<file path="config.mk">
export PLATFORM = sky130hd
export DESIGN_NAME = io_port
export DESIGN_NICKNAME = d
export VERILOG_FILES = /design/src/shared/io_port_pkg.sv /design/src/logic/io_port.sv /design/src/logic/pin_bank.sv
export SDC_FILE = /design/constraint.sdc
export NUM_CORES = 1
export LEC_CHECK = 0
export ABC_AREA = 0
export BUFFER_PORTS_ARGS = -buffer_cell sky130_fd_sc_hd__clkbuf_2
export CORE_MARGIN = 4
export CORE_UTILIZATION = 42
export CTS_CLUSTER_DIAMETER = 100
export DETAILED_ROUTE_END_ITERATION = 10
export GPL_TIMING_DRIVEN = 0
export PLACE_DENSITY_LB_ADDON = 0.12
export SYNTH_ARGS = -nofsm -noshare
export SYNTH_HDL_FRONTEND = slang
export SYNTH_SLANG_ARGS = --single-unit
</file>
<file path="constraint.sdc">
create_clock -name mclk -period 1.35 [get_ports mclk]
set_clock_uncertainty 0.2 [all_clocks]
set_input_delay 0.0675 -clock mclk [delete_from_list [all_inputs] [get_ports mclk]]
set_output_delay 0.0675 -clock mclk [all_outputs]
set_load 0.05 [all_outputs]
</file>
<file path="src/shared/io_port_pkg.sv">
// constants shared by the six-bit i/o port block
package io_port_pkg;

  localparam int unsigned ADDR_WIDTH = 5;
  localparam int unsigned REG_WIDTH  = 8;
  localparam int unsigned PORT_WIDTH = 6;

  // ==========================================================================
  // register file addresses
  localparam logic [ADDR_WIDTH-1:0] STATUS_ADDR   = 5'h03;
  localparam logic [ADDR_WIDTH-1:0] BANK_ONE_ADDR = 5'h06;
  localparam logic [ADDR_WIDTH-1:0] BANK_TWO_ADDR = 5'h07;

  // ==========================================================================
  // option register fields
  localparam int unsigned WAKE_DISABLE_BIT   = 7;
  localparam int unsigned PULLUP_DISABLE_BIT = 6;
  localparam int unsigned TIMER_SOURCE_BIT   = 5;

  // status register fields
  localparam int unsigned WAKE_FLAG_BIT = 7;

  // ==========================================================================
  // reset values
  localparam logic [PORT_WIDTH-1:0] DIR_RESET    = 6'h3F;
  localparam logic [REG_WIDTH-1:0]  OPTION_RESET = 8'hFF;

  // ==========================================================================
  // pin groups of the first bank, and the second bank's output set
  localparam int unsigned           INPUT_ONLY_PIN   = 3;
  localparam logic [PORT_WIDTH-1:0] OUTPUT_MASK      = 6'h37;
  localparam logic [PORT_WIDTH-1:0] WAKE_GROUP_SMALL = 6'h0B;
  localparam logic [PORT_WIDTH-1:0] WAKE_GROUP_LARGE = 6'h1B;
  localparam logic [PORT_WIDTH-1:0] ALL_OUTPUTS      = 6'h3F;

endpackage : io_port_pkg

</file>
<file path="src/logic/io_port.sv">
// six-bit i/o port with direction control, pull-ups and pin-change wake
// Overview of operation
// - first port: bits 5..0 pins, 7..6 read zero
// - second port same layout on larger variant
// - port read returns pin levels, not latches
// - pin level taken at the read only
// - output latch holds until rewritten
// - every pin is an input after reset
// - first-port pin three is input only
// - alternate-function pins read as zero
// - one shared pull-up enable and one shared wake enable
// - master clear forces pull-up, drops wake
// - direction load copies working register
// - direction one floats, zero drives latch
// - timer source may override timer pin direction
// - direction registers write-only, reset all ones
// - status bit seven flags pin-change wake reset
// - clear option bits enable wake and pull-up
// - output pins lose pull-up and wake
// - timer source one forces timer pin input
`timescale 1ns/1ps
`default_nettype none

module io_port
  import io_port_pkg::*;
#(
  parameter bit          LARGE_VARIANT = 1'b0,
  parameter bit          TIMER_BANK    = 1'b0,
  parameter int unsigned TIMER_PIN     = 2
)
(
  input  wire logic                               mclk,
  input  wire logic                               reset,
  input  wire logic [io_port_pkg::ADDR_WIDTH-1:0] file_addr,
  input  wire logic                               file_read,
  input  wire logic                               file_write,
  input  wire logic [io_port_pkg::REG_WIDTH-1:0]  file_wdata,
  output logic      [io_port_pkg::REG_WIDTH-1:0]  file_rdata,
  input  wire logic                               direction_load_instr,
  input  wire logic                               option_load,
  input  wire logic                               sleep_mode,
  input  wire logic                               wake_reset_cause,
  input  wire logic                               master_clear_input,
  input  wire logic [io_port_pkg::PORT_WIDTH-1:0] alt_func_one,
  input  wire logic [io_port_pkg::PORT_WIDTH-1:0] alt_func_two,
  input  wire logic [io_port_pkg::PORT_WIDTH-1:0] bank_one_pin_in,
  output logic      [io_port_pkg::PORT_WIDTH-1:0] bank_one_pin_out,
  output logic      [io_port_pkg::PORT_WIDTH-1:0] bank_one_pin_oe,
  output logic      [io_port_pkg::PORT_WIDTH-1:0] bank_one_pullup_en,
  input  wire logic [io_port_pkg::PORT_WIDTH-1:0] bank_two_pin_in,
  output logic      [io_port_pkg::PORT_WIDTH-1:0] bank_two_pin_out,
  output logic      [io_port_pkg::PORT_WIDTH-1:0] bank_two_pin_oe,
  output logic      [io_port_pkg::REG_WIDTH-1:0]  option_cfg,
  output logic                                    timer_clock_source_sel,
  output logic                                    pin_wake_request,
  output logic                                    pin_wake_flag
);

  // ==========================================================================
  // elaboration checks
  generate
    if (TIMER_PIN >= PORT_WIDTH)
    begin : g_bad_timer_pin
      $error("timer pin index outside the port");
    end
    if (TIMER_BANK && !LARGE_VARIANT)
    begin : g_bad_timer_bank
      $error("second bank exists only on the larger variant");
    end
    if (!TIMER_BANK && TIMER_PIN == INPUT_ONLY_PIN)
    begin : g_bad_timer_input
      $error("timer pin cannot be the input-only pin");
    end
    if (INPUT_ONLY_PIN >= PORT_WIDTH)
    begin : g_bad_input_pin
      $error("input-only pin outside the port");
    end
    if (REG_WIDTH != PORT_WIDTH + 2)
    begin : g_bad_reg_width
      $error("port registers hold six pins and two zero bits");
    end
    if (WAKE_FLAG_BIT >= REG_WIDTH)
    begin : g_bad_flag_bit
      $error("wake flag outside the status register");
    end
    if (TIMER_SOURCE_BIT >= REG_WIDTH || WAKE_DISABLE_BIT >= REG_WIDTH
        || PULLUP_DISABLE_BIT >= REG_WIDTH)
    begin : g_bad_option_bit
      $error("option field outside the register");
    end
  endgenerate

  // ==========================================================================
  // helpers

  // one-hot mask of a single pin
  function automatic logic [PORT_WIDTH-1:0] pin_mask(input int unsigned idx);
    logic [PORT_WIDTH-1:0] m;
    m = '0;
    m[idx] = 1'b1;
    return m;
  endfunction

  // address match, shared by the register decoders
  function automatic logic addr_is(
    input logic [ADDR_WIDTH-1:0] addr,
    input logic [ADDR_WIDTH-1:0] target
  );
    return addr == target;
  endfunction

  // eight-bit port read: pins masked by alternate function, top bits zero
  function automatic logic [REG_WIDTH-1:0] port_read_value(
    input logic [PORT_WIDTH-1:0] pins,
    input logic [PORT_WIDTH-1:0] alt
  );
    return {2'b00, pins & ~alt};
  endfunction

  localparam logic [PORT_WIDTH-1:0] TIMER_MASK     = pin_mask(TIMER_PIN);
  localparam logic [PORT_WIDTH-1:0] CLEAR_PIN_MASK = pin_mask(INPUT_ONLY_PIN);
  localparam logic [PORT_WIDTH-1:0] WAKE_GROUP =
    LARGE_VARIANT ? WAKE_GROUP_LARGE : WAKE_GROUP_SMALL;

  // ==========================================================================
  // address decode
  // direction loads and port accesses share these matches
  wire hit_status   = addr_is(file_addr, STATUS_ADDR);
  wire hit_bank_one = addr_is(file_addr, BANK_ONE_ADDR);
  wire hit_bank_two = LARGE_VARIANT && addr_is(file_addr, BANK_TWO_ADDR);

  wire write_one = file_write && hit_bank_one;
  wire write_two = file_write && hit_bank_two;
  wire read_one  = file_read && hit_bank_one;
  wire read_two  = file_read && hit_bank_two;
  wire dir_one   = direction_load_instr && hit_bank_one;
  wire dir_two   = direction_load_instr && hit_bank_two;

  // ==========================================================================
  // option register, write-only from the working register
  // only the two enables and the timer source are used here
  always_ff @(posedge mclk or posedge reset)
  begin
    if (reset)
      option_cfg <= OPTION_RESET;
    else if (option_load)
      option_cfg <= file_wdata;
  end

  wire wake_enabled   = ~option_cfg[WAKE_DISABLE_BIT];
  wire pullup_enabled = ~option_cfg[PULLUP_DISABLE_BIT];

  assign timer_clock_source_sel = option_cfg[TIMER_SOURCE_BIT];

  // ==========================================================================
  // bank one
  logic [PORT_WIDTH-1:0] latch_one;
  logic [PORT_WIDTH-1:0] dir_reg_one;
  logic [PORT_WIDTH-1:0] snap_one;

  pin_bank #(
    .OUT_CAPABLE (OUTPUT_MASK)
  ) u_bank_one (
    .mclk        (mclk),
    .reset       (reset),
    .write_en    (write_one),
    .dir_load_en (dir_one),
    .read_en     (read_one),
    .wdata       (file_wdata[PORT_WIDTH-1:0]),
    .pin_in      (bank_one_pin_in),
    .out_latch   (latch_one),
    .dir         (dir_reg_one),
    .snapshot    (snap_one)
  );

  // ==========================================================================
  // bank two, present only on the larger variant
  logic [PORT_WIDTH-1:0] latch_two;
  logic [PORT_WIDTH-1:0] dir_reg_two;

  generate
    if (LARGE_VARIANT)
    begin : g_bank_two
      pin_bank #(
        .OUT_CAPABLE (ALL_OUTPUTS)
      ) u_bank_two (
        .mclk        (mclk),
        .reset       (reset),
        .write_en    (write_two),
        .dir_load_en (dir_two),
        .read_en     (read_two),
        .wdata       (file_wdata[PORT_WIDTH-1:0]),
        .pin_in      (bank_two_pin_in),
        .out_latch   (latch_two),
        .dir         (dir_reg_two),
        .snapshot    ()
      );
    end
    else
    begin : g_no_bank_two
      // absent bank: latches zero, directions idle as inputs
      assign latch_two   = '0;
      assign dir_reg_two = DIR_RESET;
    end
  endgenerate

  // ==========================================================================
  // effective direction: timer source forces its pin to input
  // only the bank that holds the timer pin is forced
  wire                  timer_force = option_cfg[TIMER_SOURCE_BIT];
  wire [PORT_WIDTH-1:0] force_one =
    (!TIMER_BANK && timer_force) ? TIMER_MASK : '0;
  wire [PORT_WIDTH-1:0] force_two =
    (TIMER_BANK && timer_force) ? TIMER_MASK : '0;

  wire [PORT_WIDTH-1:0] eff_dir_one = dir_reg_one | force_one;
  wire [PORT_WIDTH-1:0] eff_dir_two = dir_reg_two | force_two;

  // ==========================================================================
  // output drivers
  assign bank_one_pin_out = latch_one;
  assign bank_two_pin_out = latch_two;

  // ==========================================================================
  // per-pin controls of bank one
  wire [PORT_WIDTH-1:0] clear_pins =
    master_clear_input ? CLEAR_PIN_MASK : '0;
  wire [PORT_WIDTH-1:0] oe_one;
  wire [PORT_WIDTH-1:0] pullup_one;
  wire [PORT_WIDTH-1:0] wake_pins;

  generate
    for (genvar i = 0; i < PORT_WIDTH; i++)
    begin : g_pin_one
      // pin three has no driver and ignores its direction bit, so its
      // pull-up and wake follow the shared enables and the master clear input
      wire input_only = (i == INPUT_ONLY_PIN);
      wire as_input   = eff_dir_one[i] || input_only;
      wire may_drive  = OUTPUT_MASK[i] && !input_only;

      // driver on when direction is zero, the pin can drive and no alternate use
      assign oe_one[i] =
        !eff_dir_one[i] && may_drive && !alt_func_one[i];
      assign pullup_one[i] =
        (pullup_enabled && WAKE_GROUP[i] && as_input)
        || clear_pins[i];
      assign wake_pins[i] =
        wake_enabled && WAKE_GROUP[i] && as_input
        && !clear_pins[i];
    end
  endgenerate

  assign bank_one_pin_oe    = oe_one;
  assign bank_one_pullup_en = pullup_one;

  // ==========================================================================
  // per-pin drivers of bank two, all off on the small variant
  wire [PORT_WIDTH-1:0] oe_two;

  generate
    for (genvar j = 0; j < PORT_WIDTH; j++)
    begin : g_pin_two
      assign oe_two[j] =
        LARGE_VARIANT && !eff_dir_two[j] && !alt_func_two[j];
    end
  endgenerate

  assign bank_two_pin_oe = oe_two;

  // ==========================================================================
  // wake on change
  // a read re-arms the detector: only a change since then can wake the core

  wire pin_changed = |((bank_one_pin_in ^ snap_one) & wake_pins);

  logic next_wake_request;
  assign next_wake_request = sleep_mode && pin_changed;

  always_ff @(posedge mclk or posedge reset)
  begin
    if (reset)
      pin_wake_request <= 1'b0;
    else
      pin_wake_request <= next_wake_request;
  end

  // ==========================================================================
  // reset cause flag, caught on the first edge after reset release
  // the cause is held across release, so it is loaded exactly once
  logic first_cycle;

  always_ff @(posedge mclk or posedge reset)
  begin
    if (reset)
      first_cycle <= 1'b1;
    else
      first_cycle <= 1'b0;
  end

  always_ff @(posedge mclk or posedge reset)
  begin
    if (reset)
      pin_wake_flag <= 1'b0;
    else if (first_cycle)
      pin_wake_flag <= wake_reset_cause;
  end

  // ==========================================================================
  // read data: pins sampled at the read, never the latches
  wire [REG_WIDTH-1:0] status_value =
    REG_WIDTH'(pin_wake_flag) << WAKE_FLAG_BIT;
  wire [REG_WIDTH-1:0] read_one_value =
    port_read_value(bank_one_pin_in, alt_func_one);
  wire [REG_WIDTH-1:0] read_two_value =
    port_read_value(bank_two_pin_in, alt_func_two);

  logic [REG_WIDTH-1:0] next_rdata;

  always_comb
  begin
    if (read_one)
      next_rdata = read_one_value;
    else if (read_two)
      next_rdata = read_two_value;
    else if (file_read && hit_status)
      next_rdata = status_value;
    else
      next_rdata = '0;
  end

  // read data stand until the next read instruction
  always_ff @(posedge mclk or posedge reset)
  begin
    if (reset)
      file_rdata <= '0;
    else if (file_read)
      file_rdata <= next_rdata;
  end

endmodule : io_port
`default_nettype wire

</file>
<file path="src/logic/pin_bank.sv">
// one six-bit bank: output latch, direction latch and read snapshot
`timescale 1ns/1ps
`default_nettype none

module pin_bank
  import io_port_pkg::*;
#(
  parameter logic [io_port_pkg::PORT_WIDTH-1:0] OUT_CAPABLE = 6'h3F
)
(
  input  wire logic                              mclk,
  input  wire logic                              reset,
  input  wire logic                              write_en,
  input  wire logic                              dir_load_en,
  input  wire logic                              read_en,
  input  wire logic [io_port_pkg::PORT_WIDTH-1:0] wdata,
  input  wire logic [io_port_pkg::PORT_WIDTH-1:0] pin_in,
  output logic      [io_port_pkg::PORT_WIDTH-1:0] out_latch,
  output logic      [io_port_pkg::PORT_WIDTH-1:0] dir,
  output logic      [io_port_pkg::PORT_WIDTH-1:0] snapshot
);

  // ==========================================================================
  // output data latches
  always_ff @(posedge mclk or posedge reset)
  begin
    if (reset)
      out_latch <= '0;
    else if (write_en)
      out_latch <= wdata & OUT_CAPABLE;
  end

  // ==========================================================================
  // direction latch, loaded only by the direction-load instruction
  always_ff @(posedge mclk or posedge reset)
  begin
    if (reset)
      dir <= DIR_RESET;
    else if (dir_load_en)
      dir <= wdata;
  end

  // ==========================================================================
  // pin level seen at the most recent port read
  always_ff @(posedge mclk or posedge reset)
  begin
    if (reset)
      snapshot <= '0;
    else if (read_en)
      snapshot <= pin_in;
  end

endmodule : pin_bank
`default_nettype wire

</file>
==> results.md <==
- The repair_antennas step left the layout with diodes totalling 0.
- Across all hold checks on the routed design, the worst slack comes to -0.195 ns.
- The count of final max-slew check failures is 0.
- Wires add up to 4030 um.
- The residual DRC count is 0.
- The final count of hold timing violations is 17.
- The H-tree was split into 2 levels.
- The y dimension of the die is 67.8 um.
- Detailed routing inserted a total of 1247 vias.
- The top flip-flop cell by instance count after synthesis is sky130_fd_sc_hd__dfrtp_1.
- For this run, the number of standard cells in the final layout without fillers is 283.
- The routing usage on met1 is 0.210.
- The kind of critical path is reg -> out.
- The initial utilization of the core area, before any placement, comes to 0.444.
- For met2 alone, demand over resource in global routing was 0.340.
- The first-pass iteration count of the detailed router is 4.
- The worst register-to-register path begins at first_cycle.
- The worst setup path is captured at a primary output.
- The TritonCTS clock tree is built.
- During synthesis, Yosys emitted a total of 0 warnings.
- The clock root buffer is sky130_fd_sc_hd__clkbuf_4.
- Summed over all failing endpoints, the final setup total negative slack is -0.898 ns.
- The register clock-pin slew on the reported worst setup and hold paths is 0.11 ns.
- Of the post-synthesis cell area, the dominant cell type holds 0.283.
- The data arrival time of the critical path is 1.22 ns.
- In this run, synthesis inferred 0 flip-flops with an integrated enable.
- Setup repair after global routing could not meet its margin everywhere.
- The area of the core is 0.00339 mm2.
- In this run the horizontal extent of the chip is 67.8 um.
- The worst-path maximum fanout is 5.
- Fill cells in the final layout number 229.
- The tool flagged a number of max-cap violations equal to 0.
- The share of post-route cells with drive strength above 1 is 0.591.
- Buffers placed on the I/O ports in this run total 62.
- Across all setup checks in the final design, the least slack found is -0.138 ns.
- The detailed-placement wirelength estimate is 2580 um.
- By area the synthesized netlist is led by sky130_fd_sc_hd__dfrtp_1 (28%), sky130_fd_sc_hd__dfstp_2 (24%), sky130_fd_sc_hd__mux2_2 (14%).
- The total track usage is 0.187.
- Synthesis handed over a netlist of 117 instances.
- Power comes to 3.03 mW.
- The quantity of hold-fixing buffers added after cts is 29.
- In this run, CTS created clock tree buffers numbering 5.
- The global routing usage on met3 is 0.0427.
- The area growth from synthesis to layout is 70.4%.
- Counting flops with an async set or reset pin after synthesis yields a share of 1.00.
- The total global routing overflow is 0.
- Timing would allow up to 672 MHz.
- The register bit count reported by yosys is 31.
- The maximum buffer depth of the clock tree is 2.
- The number of DRC violations after detailed-routing iteration 0 is 16.
- In this run the static leakage power is 1.33 nW.
- Clock latency on the worst-skew pair, taken at its later pin, is 0.33 ns.
- The die covers 0.00460 mm2.
- The final reports fail on negative hold slack, negative setup slack.
- The kind of launch point of the worst setup path is a flip-flop.
- The number of ports placed on the die boundary is 95.
- The mapped netlist covers 0.00150 mm2.
- The final critical path time including I/O delays and setup is 1.49 ns.
- The placer's final routability congestion estimate is 0.654.
- The number of antenna violations at the first check in global routing is 0.
- The share of the Yosys chip area taken by registers is 0.527.
- The part of the cycle the worst path needs is 1.10.
- In this run the worst setup path begins at option_cfg[6].
- The worst-case IR drop observed on VDD is 0.944 mV.
- The via count of the first global-routing pass is 1315.
- The flow ran to the end, but the final reports show violations.
- The setup violation total in the final timing report is 9.
- The transition time at the pin with the least slew margin is 1.16 ns.
- The count of nets left with antenna violations once routing finished came out at 0.
- For this design the ratio of total power to cell area is 1180 mW/mm2.
- The first global-routing pass estimated 6200 um of wire.
- Entering global routing, the biggest net connects 32 pins.
- In this run the mean area of a mapped cell was 12.9 um2.
- The global-route layer with the greatest usage is met2.
- The count of nets after finishing is 282.
- The tree built by TritonCTS fans out to 31 sinks.
- Using the TritonRoute via totals, the vias-per-cell ratio works out to 4.41.
- Synthesis instantiated 24 different standard cells from the library.
- The placed instance count is 243.
- Dividing the detail-routed wire length by the instance count gives 14.2 um.
- In this run the core area contains 21 standard-cell rows.
- At the worst endpoint, the required time is 1.08 ns.
- The tightest min-delay check is of the in -> async type.
- Measured against its own limit, the worst slew margin works out to 0.229.
- The cell type with the highest aggregate area in the netlist is sky130_fd_sc_hd__dfrtp_1.
==> metal layers <==
layer,up-vias,wire length [um]
met5,-,0
met4,0,48
met3,5,291
met2,57,2130
met1,591,1560
li1,594,-
==> power by group <==
part	leakage (nW)	internal (mW)	switching, mW
Sequential	0.372	1.08	0.0865
Combinational	0.911	0.462	0.636
Clock	0.0482	0.438	0.325
Total	1.33	1.98	1.05
==> state kept, by name, summed over array words and instances, names as in the netlist <==
signal	flops
u_bank_one.snapshot	3
pin_wake_flag	1
file_rdata	7
pin_wake_request	1
option_cfg	8
u_bank_one.dir	5
first_cycle	1
u_bank_one.out_latch	5
==> final timing paths <==
kind	endpoint	slack, ns	cells after the start
max in group asynchronous	u_bank_one.out_latch[2]	0.45	2
min	file_rdata[1]	-0.20	2
max reg2reg	pin_wake_flag	0.18	1
max	bank_one_pullup_en[3]	-0.14	2
min reg2reg	u_bank_one.out_latch[0]	0.32	1
min in group mclk	file_rdata[7]	0.04	4
==> synthesized netlist by cell type, types with 2 or more instances <==
cell type                  instances
sky130_fd_sc_hd__nor2_1            4
sky130_fd_sc_hd__nand2b_1          2
sky130_fd_sc_hd__xor2_1            2
sky130_fd_sc_hd__mux2_4            3
sky130_fd_sc_hd__dfrtp_1          17
sky130_fd_sc_hd__nand3b_4          3
sky130_fd_sc_hd__dfstp_2          14
sky130_fd_sc_hd__buf_4            19
sky130_fd_sc_hd__nor2b_1           2
sky130_fd_sc_hd__o32ai_1           6
sky130_fd_sc_hd__inv_1            14
sky130_fd_sc_hd__mux2_2           19
==> metrics by stage <==
step	utilization	instance area [um2]	setup WS, ns
floorplan	-	1580	-0.0717
global placement	0.575	1950	-0.0156
detailed placement	0.575	1950	-0.0447
CTS	0.749	2540	-0.153
global route	0.756	2560	-0.190
finish	0.756	2560	-0.138
==> worst max-delay path: stages (launching register included) <==
cell and delay, ns:
sky130_fd_sc_hd__dfstp_2 0.63, sky130_fd_sc_hd__nand2b_1 0.08, sky130_fd_sc_hd__clkbuf_8 0.18
==> kinds of logic (layout without fill, tap and decap cells) <==
kind of cell	count (synthesis)	in the layout	synth area share
compound gates	9	9	0.0474
flops	31	31	0.527
mux	22	22	0.172
simple gates	16	16	0.0973
other cells	1	19	0.00249
xor+xnor	3	3	0.0175
buf+inv	35	137	0.136
==> final cells by class <==
type,instances,area [um2],area share
multi-input cells,69,608,0.237
plain buffers,21,155,0.0605
flip-flops and latches,31,793,0.310
clock buffers,6,51.3,0.0200
inverters,14,52.6,0.0205
repair buffers,94,810,0.316
well taps,46,57.6,0.0225
clock inverters,2,35.0,0.0137
==> cells in the final DEF (no fill, tap or decap), drive strengths merged, types with 2 or more instances in the layout <==
cell type	n
nand2b	2
nand3b	3
dfstp	14
dfrtp	17
inv	14
clkbuf	61
nor2b	2
mux2	22
xor2	2
buf	31
conb	19
and4bb	2
nor2	4
o32ai	6
dlygate4sd3	29
==> repair_timing <==
action	CTS	global route
setup endpoints to repair	17	14
gates cloned	0	0
endpoints found under the hold margin	47	17
setup buffers	3	0
pin swaps	2	0
gates resized for setup	40	11
No activity file was read; power rests on OpenSTA's default activity.
